<file path="src/design/nor_host_pkg.sv">
package nor_host_pkg;
  // Bus widths
  localparam int ADDR_W = 18;
  localparam int DATA_W = 16;
  // Unlock addresses and command codes
  localparam logic [11:0] UNLOCK_A_WORD = 12'h555;
  localparam logic [11:0] UNLOCK_B_WORD = 12'h2aa;
  localparam logic [11:0] UNLOCK_A_BYTE = 12'haaa;
  localparam logic [11:0] UNLOCK_B_BYTE = 12'h555;
  localparam logic [7:0] CODE_UNLOCK1 = 8'haa;
  localparam logic [7:0] CODE_UNLOCK2 = 8'h55;
  localparam logic [7:0] CODE_PROGRAM = 8'ha0;
  localparam logic [7:0] CODE_ERASE_SETUP = 8'h80;
  localparam logic [7:0] CODE_CHIP_ERASE = 8'h10;
  localparam logic [7:0] CODE_SECTOR_ERASE = 8'h30;
  localparam logic [7:0] CODE_RESUME = 8'h30;
  localparam logic [7:0] CODE_SUSPEND = 8'hb0;
  localparam logic [7:0] CODE_RESET = 8'hf0;
  localparam logic [7:0] CODE_IDENT = 8'h90;
  localparam logic [7:0] CODE_PROT_UNLOCK = 8'h20;
  // Status bit positions
  localparam int POLL_BIT_SEVEN = 7;
  localparam int TOGGLE_BIT_SIX = 6;
  localparam int TIMEOUT_BIT_FIVE = 5;
  // Address bit positions for protect control
  localparam int ADDR_BIT_SIX = 6;
  localparam int ADDR_BIT_NINE = 9;
  // Bus cycle timing: 10 MHz core clock
  localparam int CLK_PERIOD_NS = 100;
  localparam int SETUP_NS = 100;
  localparam int PULSE_NS = 200;
  localparam int SETUP_CYC = (SETUP_NS + CLK_PERIOD_NS - 1) / CLK_PERIOD_NS;
  localparam int PULSE_CYC = (PULSE_NS + CLK_PERIOD_NS - 1) / CLK_PERIOD_NS;
  // Operation codes of the user port
  localparam logic [3:0] OP_READ = 4'h0;
  localparam logic [3:0] OP_PROGRAM = 4'h1;
  localparam logic [3:0] OP_CHIP_ERASE = 4'h2;
  localparam logic [3:0] OP_SECTOR_ERASE = 4'h3;
  localparam logic [3:0] OP_SUSPEND = 4'h4;
  localparam logic [3:0] OP_RESUME = 4'h5;
  localparam logic [3:0] OP_RESET = 4'h6;
  localparam logic [3:0] OP_IDENT = 4'h7;
  localparam logic [3:0] OP_PROTECT = 4'h8;
  localparam logic [3:0] OP_UNPROTECT = 4'h9;
  localparam logic [3:0] OP_PROT_VERIFY = 4'ha;
endpackage : nor_host_pkg

</file>
<file path="src/design/nor_cycle_if.sv">
`timescale 1ns/1ns
`default_nettype none
// Single bus cycle request between sequencer and cycle engine
interface nor_cycle_if;
  logic                               req;
  logic                               wr;
  logic [nor_host_pkg::ADDR_W-1:0]    addr;
  logic [nor_host_pkg::DATA_W-1:0]    wdata;
  logic                               done;
  logic [nor_host_pkg::DATA_W-1:0]    rdata;
  modport seq (output req, wr, addr, wdata, input done, rdata);
  modport eng (input req, wr, addr, wdata, output done, rdata);
endinterface : nor_cycle_if
`default_nettype wire

</file>
<file path="src/design/nor_bus_cycle.sv">
`timescale 1ns/1ns
`default_nettype none
// Runs one read or write cycle on the flash pins
module nor_bus_cycle (
  // Clock and reset
  input  wire logic                            core_clk_i,
  input  wire logic                            rstn_i,
  // Request side
  nor_cycle_if.eng                             cyc,
  // Flash pins
  output logic                                 ce_n_o,
  output logic                                 oe_n_o,
  output logic                                 we_n_o,
  output logic [nor_host_pkg::ADDR_W-1:0]      addr_o,
  output logic [nor_host_pkg::DATA_W-1:0]      dq_o,
  output logic                                 dq_oe_n_o,
  input  wire logic [nor_host_pkg::DATA_W-1:0] dq_i
);
  typedef enum logic [1:0] {C_IDLE, C_SETUP, C_PULSE, C_DONE} cyc_e;
  cyc_e                            st_q, st_d;
  logic [2:0]                      cnt_q, cnt_d;
  logic                            wr_q, wr_d;
  logic [nor_host_pkg::ADDR_W-1:0] addr_q, addr_d;
  logic [nor_host_pkg::DATA_W-1:0] wd_q, wd_d;
  logic [nor_host_pkg::DATA_W-1:0] rd_q, rd_d;
  logic [nor_host_pkg::DATA_W-1:0] sync1_q, sync2_q;

  // Two-stage synchroniser on the data pins
  always_ff @(posedge core_clk_i) begin
    if (!rstn_i) begin
      sync1_q <= '0;
      sync2_q <= '0;
    end else begin
      sync1_q <= dq_i;
      sync2_q <= sync1_q;
    end
  end

  // Address setup, then strobe pulse; data sampled at pulse end
  always_comb begin
    st_d   = st_q;
    cnt_d  = cnt_q;
    wr_d   = wr_q;
    addr_d = addr_q;
    wd_d   = wd_q;
    rd_d   = rd_q;
    unique case (st_q)
      C_IDLE: if (cyc.req) begin
        wr_d   = cyc.wr;
        addr_d = cyc.addr;
        wd_d   = cyc.wdata;
        cnt_d  = 3'(nor_host_pkg::SETUP_CYC);
        st_d   = C_SETUP;
      end
      C_SETUP: begin
        cnt_d = cnt_q - 3'h1;
        if (cnt_q == 3'h1) begin
          cnt_d = 3'(nor_host_pkg::PULSE_CYC + 2);
          st_d  = C_PULSE;
        end
      end
      C_PULSE: begin
        cnt_d = cnt_q - 3'h1;
        if (cnt_q == 3'h1) begin
          rd_d = sync2_q;
          st_d = C_DONE;
        end
      end
      C_DONE: st_d = C_IDLE;
    endcase
  end

  always_ff @(posedge core_clk_i) begin
    if (!rstn_i) begin
      st_q   <= C_IDLE;
      cnt_q  <= '0;
      wr_q   <= 1'b0;
      addr_q <= '0;
      wd_q   <= '0;
      rd_q   <= '0;
    end else begin
      st_q   <= st_d;
      cnt_q  <= cnt_d;
      wr_q   <= wr_d;
      addr_q <= addr_d;
      wd_q   <= wd_d;
      rd_q   <= rd_d;
    end
  end

  // Chip-select framing the cycle; write enable falls after address is stable
  assign ce_n_o    = (st_q == C_IDLE) || (st_q == C_DONE);
  assign we_n_o    = !(wr_q && st_q == C_PULSE);
  assign oe_n_o    = !(!wr_q && st_q == C_PULSE);
  assign dq_oe_n_o = !(wr_q && st_q != C_IDLE);
  assign addr_o    = addr_q;
  assign dq_o      = wd_q;
  assign cyc.done  = (st_q == C_DONE);
  assign cyc.rdata = rd_q;
endmodule : nor_bus_cycle
`default_nettype wire

</file>
<file path="src/design/nor_flash_host.sv">
`timescale 1ns/1ns
`default_nettype none
// Contract
// - Program: two unlocks, A0, address and data
// - Address at strobe fall, data at rise
// - F0 anywhere returns to read, aborts
// - Identifier command then maker/device code reads
// - Host drives word or byte unlock addresses
// - Six-cycle protect unlock, then A6/A9 write
// - Verify read only after protect command
// - Chip erase is six writes ending 10
// - Sector erase ends 30 at sector address
module nor_flash_host (
  // Clock and reset
  input  wire logic                            core_clk_i,
  input  wire logic                            rstn_i,
  // User command port
  input  wire logic                            cmd_valid_i,
  output logic                                 cmd_ready_o,
  input  wire logic [3:0]                      cmd_op_i,
  input  wire logic [nor_host_pkg::ADDR_W-1:0] cmd_addr_i,
  input  wire logic [nor_host_pkg::DATA_W-1:0] cmd_data_i,
  input  wire logic                            byte_mode_i,
  output logic                                 rsp_valid_o,
  output logic [nor_host_pkg::DATA_W-1:0]      rsp_data_o,
  output logic                                 rsp_fail_o,
  // Flash pins
  output logic                                 ce_n_o,
  output logic                                 oe_n_o,
  output logic                                 we_n_o,
  output logic [nor_host_pkg::ADDR_W-1:0]      addr_o,
  output logic [nor_host_pkg::DATA_W-1:0]      dq_o,
  output logic                                 dq_oe_n_o,
  input  wire logic [nor_host_pkg::DATA_W-1:0] dq_i
);
  typedef enum logic [2:0] {S_IDLE, S_ISSUE, S_WAIT, S_POLL, S_POLLW, S_RESP} seq_e;
  seq_e                            st_q, st_d;
  logic [3:0]                      op_q, op_d;
  logic [2:0]                      idx_q, idx_d;
  logic [nor_host_pkg::ADDR_W-1:0] ta_q, ta_d;
  logic [nor_host_pkg::DATA_W-1:0] td_q, td_d;
  logic [nor_host_pkg::DATA_W-1:0] res_q, res_d;
  logic                            fail_q, fail_d;
  logic                            prev_ok_q, prev_ok_d;
  logic                            bm_q, bm_d;
  logic [2:0]                      len;
  logic                            step_wr;
  logic [nor_host_pkg::ADDR_W-1:0] step_a;
  logic [7:0]                      step_d;
  logic                            poll;
  logic [11:0]                     ua, ub;

  nor_cycle_if cyc ();

  nor_bus_cycle u_cycle (
    .core_clk_i (core_clk_i),
    .rstn_i     (rstn_i),
    .cyc        (cyc),
    .ce_n_o     (ce_n_o),
    .oe_n_o     (oe_n_o),
    .we_n_o     (we_n_o),
    .addr_o     (addr_o),
    .dq_o       (dq_o),
    .dq_oe_n_o  (dq_oe_n_o),
    .dq_i       (dq_i)
  );

  // Unlock addresses depend on bus width; upper bits left zero
  assign ua = bm_q ? nor_host_pkg::UNLOCK_A_BYTE : nor_host_pkg::UNLOCK_A_WORD;
  assign ub = bm_q ? nor_host_pkg::UNLOCK_B_BYTE : nor_host_pkg::UNLOCK_B_WORD;

  // Step table: one bus cycle per index of each operation
  always_comb begin
    len     = 3'h1;
    step_wr = 1'b1;
    step_a  = {6'h0, ua};
    step_d  = nor_host_pkg::CODE_UNLOCK1;
    poll    = 1'b0;
    if (idx_q == 3'h1 || idx_q == 3'h4) begin
      step_a = {6'h0, ub};
      step_d = nor_host_pkg::CODE_UNLOCK2;
    end
    unique case (op_q)
      nor_host_pkg::OP_READ: begin
        step_wr = 1'b0;
        step_a  = ta_q;
      end
      nor_host_pkg::OP_PROGRAM: begin
        len  = 3'h4;
        poll = 1'b1;
        if (idx_q == 3'h2) step_d = nor_host_pkg::CODE_PROGRAM;
        if (idx_q == 3'h3) begin
          step_a = ta_q;
          step_d = td_q[7:0];
        end
      end
      nor_host_pkg::OP_CHIP_ERASE, nor_host_pkg::OP_SECTOR_ERASE: begin
        len  = 3'h6;
        poll = 1'b1;
        if (idx_q == 3'h2) step_d = nor_host_pkg::CODE_ERASE_SETUP;
        if (idx_q == 3'h5) begin
          step_d = (op_q == nor_host_pkg::OP_CHIP_ERASE) ? nor_host_pkg::CODE_CHIP_ERASE
                                                         : nor_host_pkg::CODE_SECTOR_ERASE;
          if (op_q == nor_host_pkg::OP_SECTOR_ERASE) step_a = ta_q;
        end
      end
      nor_host_pkg::OP_SUSPEND: step_d = nor_host_pkg::CODE_SUSPEND;
      nor_host_pkg::OP_RESUME: step_d = nor_host_pkg::CODE_RESUME;
      nor_host_pkg::OP_RESET: step_d = nor_host_pkg::CODE_RESET;
      nor_host_pkg::OP_IDENT: begin
        len = 3'h4;
        if (idx_q == 3'h2) step_d = nor_host_pkg::CODE_IDENT;
        if (idx_q == 3'h3) begin
          step_wr = 1'b0;
          step_a  = {16'h0, 1'b0, ta_q[0]};
        end
      end
      nor_host_pkg::OP_PROTECT, nor_host_pkg::OP_UNPROTECT: begin
        len = 3'h7;
        if (idx_q == 3'h2) step_d = nor_host_pkg::CODE_ERASE_SETUP;
        if (idx_q == 3'h5) step_d = nor_host_pkg::CODE_PROT_UNLOCK;
        if (idx_q == 3'h6) begin
          step_a = ta_q;
          step_a[nor_host_pkg::ADDR_BIT_NINE] = 1'b1;
          step_a[nor_host_pkg::ADDR_BIT_SIX]  = (op_q == nor_host_pkg::OP_UNPROTECT);
          step_d = 8'h00;
        end
      end
      nor_host_pkg::OP_PROT_VERIFY: begin
        step_wr = 1'b0;
        step_a  = ta_q;
        step_a[nor_host_pkg::ADDR_BIT_NINE] = 1'b1;
        step_a[1] = 1'b1;
      end
      default: step_d = nor_host_pkg::CODE_RESET;
    endcase
  end

  // Sequencer: issue steps, then for program and erase poll the toggle bit until it settles
  always_comb begin
    st_d      = st_q;
    op_d      = op_q;
    idx_d     = idx_q;
    ta_d      = ta_q;
    td_d      = td_q;
    res_d     = res_q;
    fail_d    = fail_q;
    prev_ok_d = prev_ok_q;
    bm_d      = bm_q;
    unique case (st_q)
      S_IDLE: if (cmd_valid_i) begin
        op_d      = cmd_op_i;
        ta_d      = cmd_addr_i;
        td_d      = cmd_data_i;
        bm_d      = byte_mode_i;
        idx_d     = 3'h0;
        fail_d    = 1'b0;
        prev_ok_d = 1'b0;
        st_d      = S_ISSUE;
      end
      S_ISSUE: st_d = S_WAIT;
      S_WAIT: if (cyc.done) begin
        res_d = cyc.rdata;
        if (idx_q + 3'h1 == len) st_d = poll ? S_POLL : S_RESP;
        else begin
          idx_d = idx_q + 3'h1;
          st_d  = S_ISSUE;
        end
      end
      S_POLL: st_d = S_POLLW;
      S_POLLW: if (cyc.done) begin
        // Done once two consecutive polls agree on the toggle bit; a stale pre-poll value never counts
        if (prev_ok_q &&
            cyc.rdata[nor_host_pkg::TOGGLE_BIT_SIX] == res_q[nor_host_pkg::TOGGLE_BIT_SIX]) begin
          st_d = S_RESP;
        end else if (prev_ok_q && cyc.rdata[nor_host_pkg::TIMEOUT_BIT_FIVE] &&
                     res_q[nor_host_pkg::TIMEOUT_BIT_FIVE]) begin
          // Still toggling with bit5 on both reads: array data cannot fake this
          fail_d = 1'b1;
          st_d   = S_RESP;
        end else begin
          st_d = S_POLL;
        end
        prev_ok_d = 1'b1;
        res_d     = cyc.rdata;
      end
      S_RESP: begin
        st_d = S_IDLE;
        if (fail_q && op_q != nor_host_pkg::OP_RESET) begin
          op_d   = nor_host_pkg::OP_RESET;
          idx_d  = 3'h0;
          st_d   = S_ISSUE;
          fail_d = 1'b1;
        end
      end
      default: st_d = S_IDLE;
    endcase
  end

  always_ff @(posedge core_clk_i) begin
    if (!rstn_i) begin
      st_q      <= S_IDLE;
      op_q      <= nor_host_pkg::OP_READ;
      idx_q     <= '0;
      ta_q      <= '0;
      td_q      <= '0;
      res_q     <= '0;
      fail_q    <= 1'b0;
      prev_ok_q <= 1'b0;
      bm_q      <= 1'b0;
    end else begin
      st_q      <= st_d;
      op_q      <= op_d;
      idx_q     <= idx_d;
      ta_q      <= ta_d;
      td_q      <= td_d;
      res_q     <= res_d;
      fail_q    <= fail_d;
      prev_ok_q <= prev_ok_d;
      bm_q      <= bm_d;
    end
  end

  // Cycle requests toward the engine
  assign cyc.req   = (st_q == S_ISSUE) || (st_q == S_POLL);
  assign cyc.wr    = (st_q == S_ISSUE) && step_wr;
  assign cyc.addr  = (st_q == S_POLL) ? ta_q : step_a;
  assign cyc.wdata = (op_q == nor_host_pkg::OP_PROGRAM && idx_q == 3'h3) ? td_q : {8'h00, step_d};

  // Answer after the reset that follows a failure as well
  assign cmd_ready_o = (st_q == S_IDLE);
  assign rsp_valid_o = (st_q == S_RESP) && !(fail_q && op_q != nor_host_pkg::OP_RESET);
  assign rsp_data_o  = res_q;
  assign rsp_fail_o  = fail_q;
endmodule : nor_flash_host
`default_nettype wire

</file>
<file path="config.mk">
export PLATFORM = sky130hd
export DESIGN_NAME = nor_flash_host
export DESIGN_NICKNAME = d
export VERILOG_FILES = /design/src/design/nor_host_pkg.sv /design/src/design/nor_cycle_if.sv /design/src/design/nor_bus_cycle.sv /design/src/design/nor_flash_host.sv
export SDC_FILE = /design/constraint.sdc
export NUM_CORES = 1
export LEC_CHECK = 0
export BUFFER_PORTS_ARGS = -buffer_cell sky130_fd_sc_hd__clkbuf_2
export CAP_MARGIN = 0
export CORE_AREA = 4 4 88 151
export CTS_BUF_LIST = sky130_fd_sc_hd__clkbuf_16
export CTS_CLUSTER_DIAMETER = 50
export DETAILED_ROUTE_END_ITERATION = 10
export DIE_AREA = 0 0 92 155
export PLACE_DENSITY = 0.78
export SETUP_SLACK_MARGIN = 0.2
export SLEW_MARGIN = 20
export SYNTH_ARGS = -nofsm -noshare
export SYNTH_HDL_FRONTEND = slang
export SYNTH_HIERARCHICAL = 1
export SYNTH_SLANG_ARGS = --single-unit
</file>
<file path="constraint.sdc">
create_clock -name core_clk_i -period 3.9 [get_ports core_clk_i]
set_input_delay 0.39 -clock core_clk_i [delete_from_list [all_inputs] [get_ports core_clk_i]]
set_output_delay 0.39 -clock core_clk_i [all_outputs]
set_load 0.005 [all_outputs]
</file>
==> out/metrics.json <==
{
  "post_synth_top_area_share": {"value": 0.442},
  "worst-endpoint-required": {"value": 4.23, "unit": "ns"},
  "finalSetupTns": {"value": 0, "unit": "ns"},
  "synthArstFlopShare": {"value": 0},
  "cellPowerDensity": {"value": 562, "unit": "nW/um^2"},
  "max_freq": {"value": 0.363, "unit": "GHz"},
  "cpLargestDelayFamily": {"value": "adder cells"},
  "leading_area_contributor_after_synthesis": {"value": "sky130_fd_sc_hd__dfxtp_1"},
  "drt-total-wl": {"value": 17.5, "unit": "mm"},
  "static-leakage-power": {"value": 0.00325, "unit": "uW"},
  "max_slew.worst_pin.slew": {"value": 0.903, "unit": "ns"},
  "antenna_violating_nets_post_route": {"value": 0},
  "detailedPlacementHpwl": {"value": 12.3, "unit": "mm"},
  "final.setup_skew": {"value": 0.0144, "unit": "ns"},
  "finish.net_count": {"value": 1020},
  "final_estimated_routing_congestion_in_global_placement": {"value": 0.908},
  "grt_max_degree": {"value": 44},
  "routed-via-count": {"value": 6174},
  "hp-class": {"value": "in2reg"},
  "drive_gt1_frac": {"value": 0.177},
  "timing.critical_path.from_type": {"value": "flop"},
  "cts-resized-gates": {"value": 0},
  "initial_core_utilization": {"value": 0.566},
  "slew_headroom": {"value": 0.397},
  "power.total": {"value": 4530, "unit": "uW"},
  "grt_remaining_overflow": {"value": 0},
  "yosys-top-cells-area": {"value": "sky130_fd_sc_hd__dfxtp_1 44%, sky130_fd_sc_hd__nand2_1 13%, sky130_fd_sc_hd__a21boi_0 6.0%, sky130_fd_sc_hd__a21oi_1 5.7%, sky130_fd_sc_hd__and2_1 4.2%"},
  "clock_sink_total": {"value": 151},
  "min_period_over_period": {"value": 0.707},
  "synth_ff_type": {"value": "sky130_fd_sc_hd__dfxtp_1"},
  "antenna_cells": {"value": 0},
  "root_buffer": {"value": "sky130_fd_sc_hd__clkbuf_16"},
  "grt_first_pass_wirelength": {"value": 29.0, "unit": "mm"},
  "flow.area_growth_from_synthesis": {"value": 17.9, "unit": "%"},
  "grt.total_usage": {"value": 0.251},
  "dieWidth": {"value": 92, "unit": "um"},
  "clkTransAtPathRegs": {"value": 0.06, "unit": "ns"},
  "cts_setup_buffers": {"value": 0},
  "initial_antenna_violation_count": {"value": 0},
  "worstPathCellList": {"value": "ha_1, nand2b_1, nand2_1, inv_1, ha_1, inv_1, nor4_1, o21ai_0, a31o_2, o21ai_0, nand2_1, a21oi_1"},
  "cts_tree": {"value": "yes"},
  "multi_input_comb_area": {"value": 3440, "unit": "um^2"},
  "port_buffers": {"value": 114},
  "synthTopCellsByCount": {"value": "242 x sky130_fd_sc_hd__nand2_1, 151 x sky130_fd_sc_hd__dfxtp_1, 78 x sky130_fd_sc_hd__a21oi_1, 55 x sky130_fd_sc_hd__a21boi_0, 46 x sky130_fd_sc_hd__and2_1"},
  "firstDrtPassIters": {"value": 5},
  "run_status": {"value": "finished, final reports clean"},
  "core_area": {"value": 12100, "unit": "um^2"},
  "critPathCaptureType": {"value": "flop"},
  "finalSetupViolCount": {"value": 0},
  "seq_area": {"value": 3020, "unit": "um^2"},
  "clock_insertion_delay_worst_skew": {"value": 0.42, "unit": "ns"},
  "syn_nets": {"value": 935},
  "finalHoldViolations": {"value": 0},
  "grt_setup_unrepaired": {"value": "no"},
  "number_of_placement_rows": {"value": 53},
  "first_iter_violations": {"value": 413},
  "num_ports": {"value": 115},
  "cts_hold_buffers": {"value": 0},
  "worstReg2RegStart": {"value": "idx_q[0]"},
  "tritoncts.num_buffers": {"value": 17},
  "die_outline_area": {"value": 14300, "unit": "um^2"},
  "yosysMostFrequentCell": {"value": "sky130_fd_sc_hd__nand2_1"},
  "critical_path.startpoint": {"value": "idx_q[0]"},
  "worst_path_largest_cell_delay": {"value": 0.48, "unit": "ns"},
  "synth-warning-count": {"value": 6},
  "detail_route.vias_per_cell": {"value": 5.48},
  "post-route-drc-count": {"value": 0},
  "critPathSlowestCell": {"value": "sky130_fd_sc_hd__dfxtp_1"},
  "timing.final.max_slew_violations": {"value": 0},
  "synth.yosys.seq_area_share": {"value": 0.442},
  "worstPathMaxFanout": {"value": 9},
  "timing_worst_setup_path_type": {"value": "reg2reg"},
  "critPathArrivalTime": {"value": 3.09, "unit": "ns"},
  "cts-htree-levels": {"value": 4},
  "wire_per_inst": {"value": 15.6, "unit": "um"},
  "layout_min_cycle_time": {"value": 2.76, "unit": "ns"},
  "worst-path-buf-inv": {"value": 2},
  "cts-root-to-sink-buffers": {"value": 2},
  "syn-mean-instance-area": {"value": 7.91, "unit": "um^2"},
  "synth_cells": {"value": 864},
  "final.fill_count": {"value": 1061},
  "worst_hold_startpoint": {"value": "dq_i[10]"},
  "synthesis.area": {"value": 6830, "unit": "um^2"},
  "peakVddDrop": {"value": 0.390, "unit": "mV"},
  "vertical_extent_of_the_die": {"value": 155, "unit": "um"},
  "synth_unique_cells": {"value": 67},
  "first_global_vias": {"value": 6207},
  "edff_count_synth": {"value": 0},
  "reported_max_cap_violation_count": {"value": 0},
  "register_to_register_setup_slack": {"value": 1.14, "unit": "ns"},
  "yosys_register_bits": {"value": 151}
}
-- state kept, by name, indices dropped and copies added, names as in the netlist --
name	flops
ta_q	18
u_cycle/wr_q	1
rsp_data_o	16
u_cycle/cyc.rdata	16
u_cycle/cnt_q	3
td_q	16
idx_q	3
u_cycle/sync1_q	16
st_q	3
u_cycle/addr_o	18
u_cycle/st_q	2
prev_ok_q	1
u_cycle/sync2_q	16
op_q	4
u_cycle/dq_o	16
rsp_fail_o	1
bm_q	1
-- path summary, 6_finish.rpt --
kind | endpoint | depth (start not counted)
hold / removal | u_cycle/sync1_q[10] | 2
setup / recovery | u_cycle/addr_o[4] | 12
hold reg to reg | u_cycle/sync2_q[12] | 1
setup reg to reg | u_cycle/addr_o[4] | 12
-- layer usage --
metal / wire length [um] / GRT usage / vias to the layer above
met3: 876 / 0.0455 / 49
met5: 0 / 0 / -
met2: 9520 / 0.477 / 204
li1: - / - / 3069
met4: 638 / 0.128 / 0
met1: 6500 / 0.256 / 2852
-- logic make-up (layout without fill, tap and decap cells) --
kind of cell,Yosys count,in the layout,synth area share
adder cells (fa/ha/maj),13,13,0.0238
buffers and inverters,86,183,0.0549
XOR/XNOR,3,3,0.00385
multiplexers,7,7,0.0104
AO/OA/AOI/OAI,224,224,0.213
flip-flops,151,151,0.442
AND/OR/NAND/NOR,380,380,0.252
-- power by group --
group / internal, uW / switching [uW]
sequential: 1660 / 116
combinational: 364 / 589
clock: 1140 / 657
total: 3170 / 1360
-- metrics by stage --
stage	instances	hold WS [ns]	worst slack [ns]	instance area, um^2	util
3_3_place_gp	1095	0.414	1.26	7410	0.614
6_report	1126	0.173	1.14	8060	0.668
4_1_cts	1126	0.167	1.16	8060	0.668
3_5_place_dp	1095	0.417	1.19	7410	0.614
2_1_floorplan	864	0.412	1.60	6830	-
5_1_grt	1126	0.174	0.777	8060	0.668
-- cell usage in the layout, fill, tap and decap left out, types with 18 or more instances in the layout --
| master | instances |
|---|---|
| sky130_fd_sc_hd__nor2b_1 | 18 |
| sky130_fd_sc_hd__clkbuf_2 | 114 |
| sky130_fd_sc_hd__nor2_1 | 22 |
| sky130_fd_sc_hd__inv_1 | 29 |
| sky130_fd_sc_hd__nand2_1 | 242 |
| sky130_fd_sc_hd__and2_1 | 46 |
| sky130_fd_sc_hd__a21oi_1 | 78 |
| sky130_fd_sc_hd__o21ai_0 | 29 |
| sky130_fd_sc_hd__dfxtp_1 | 151 |
| sky130_fd_sc_hd__a21boi_0 | 55 |
-- cell type report --
type                       count  share of cell area
multi-input combinational    627               0.426
sequential                   151               0.375
timing repair buffer         123              0.0792
clock buffer                  17              0.0528
clock inverter                14              0.0275
tap                          165              0.0256
inverter                      29              0.0135
(Power assumes the default switching activity.)
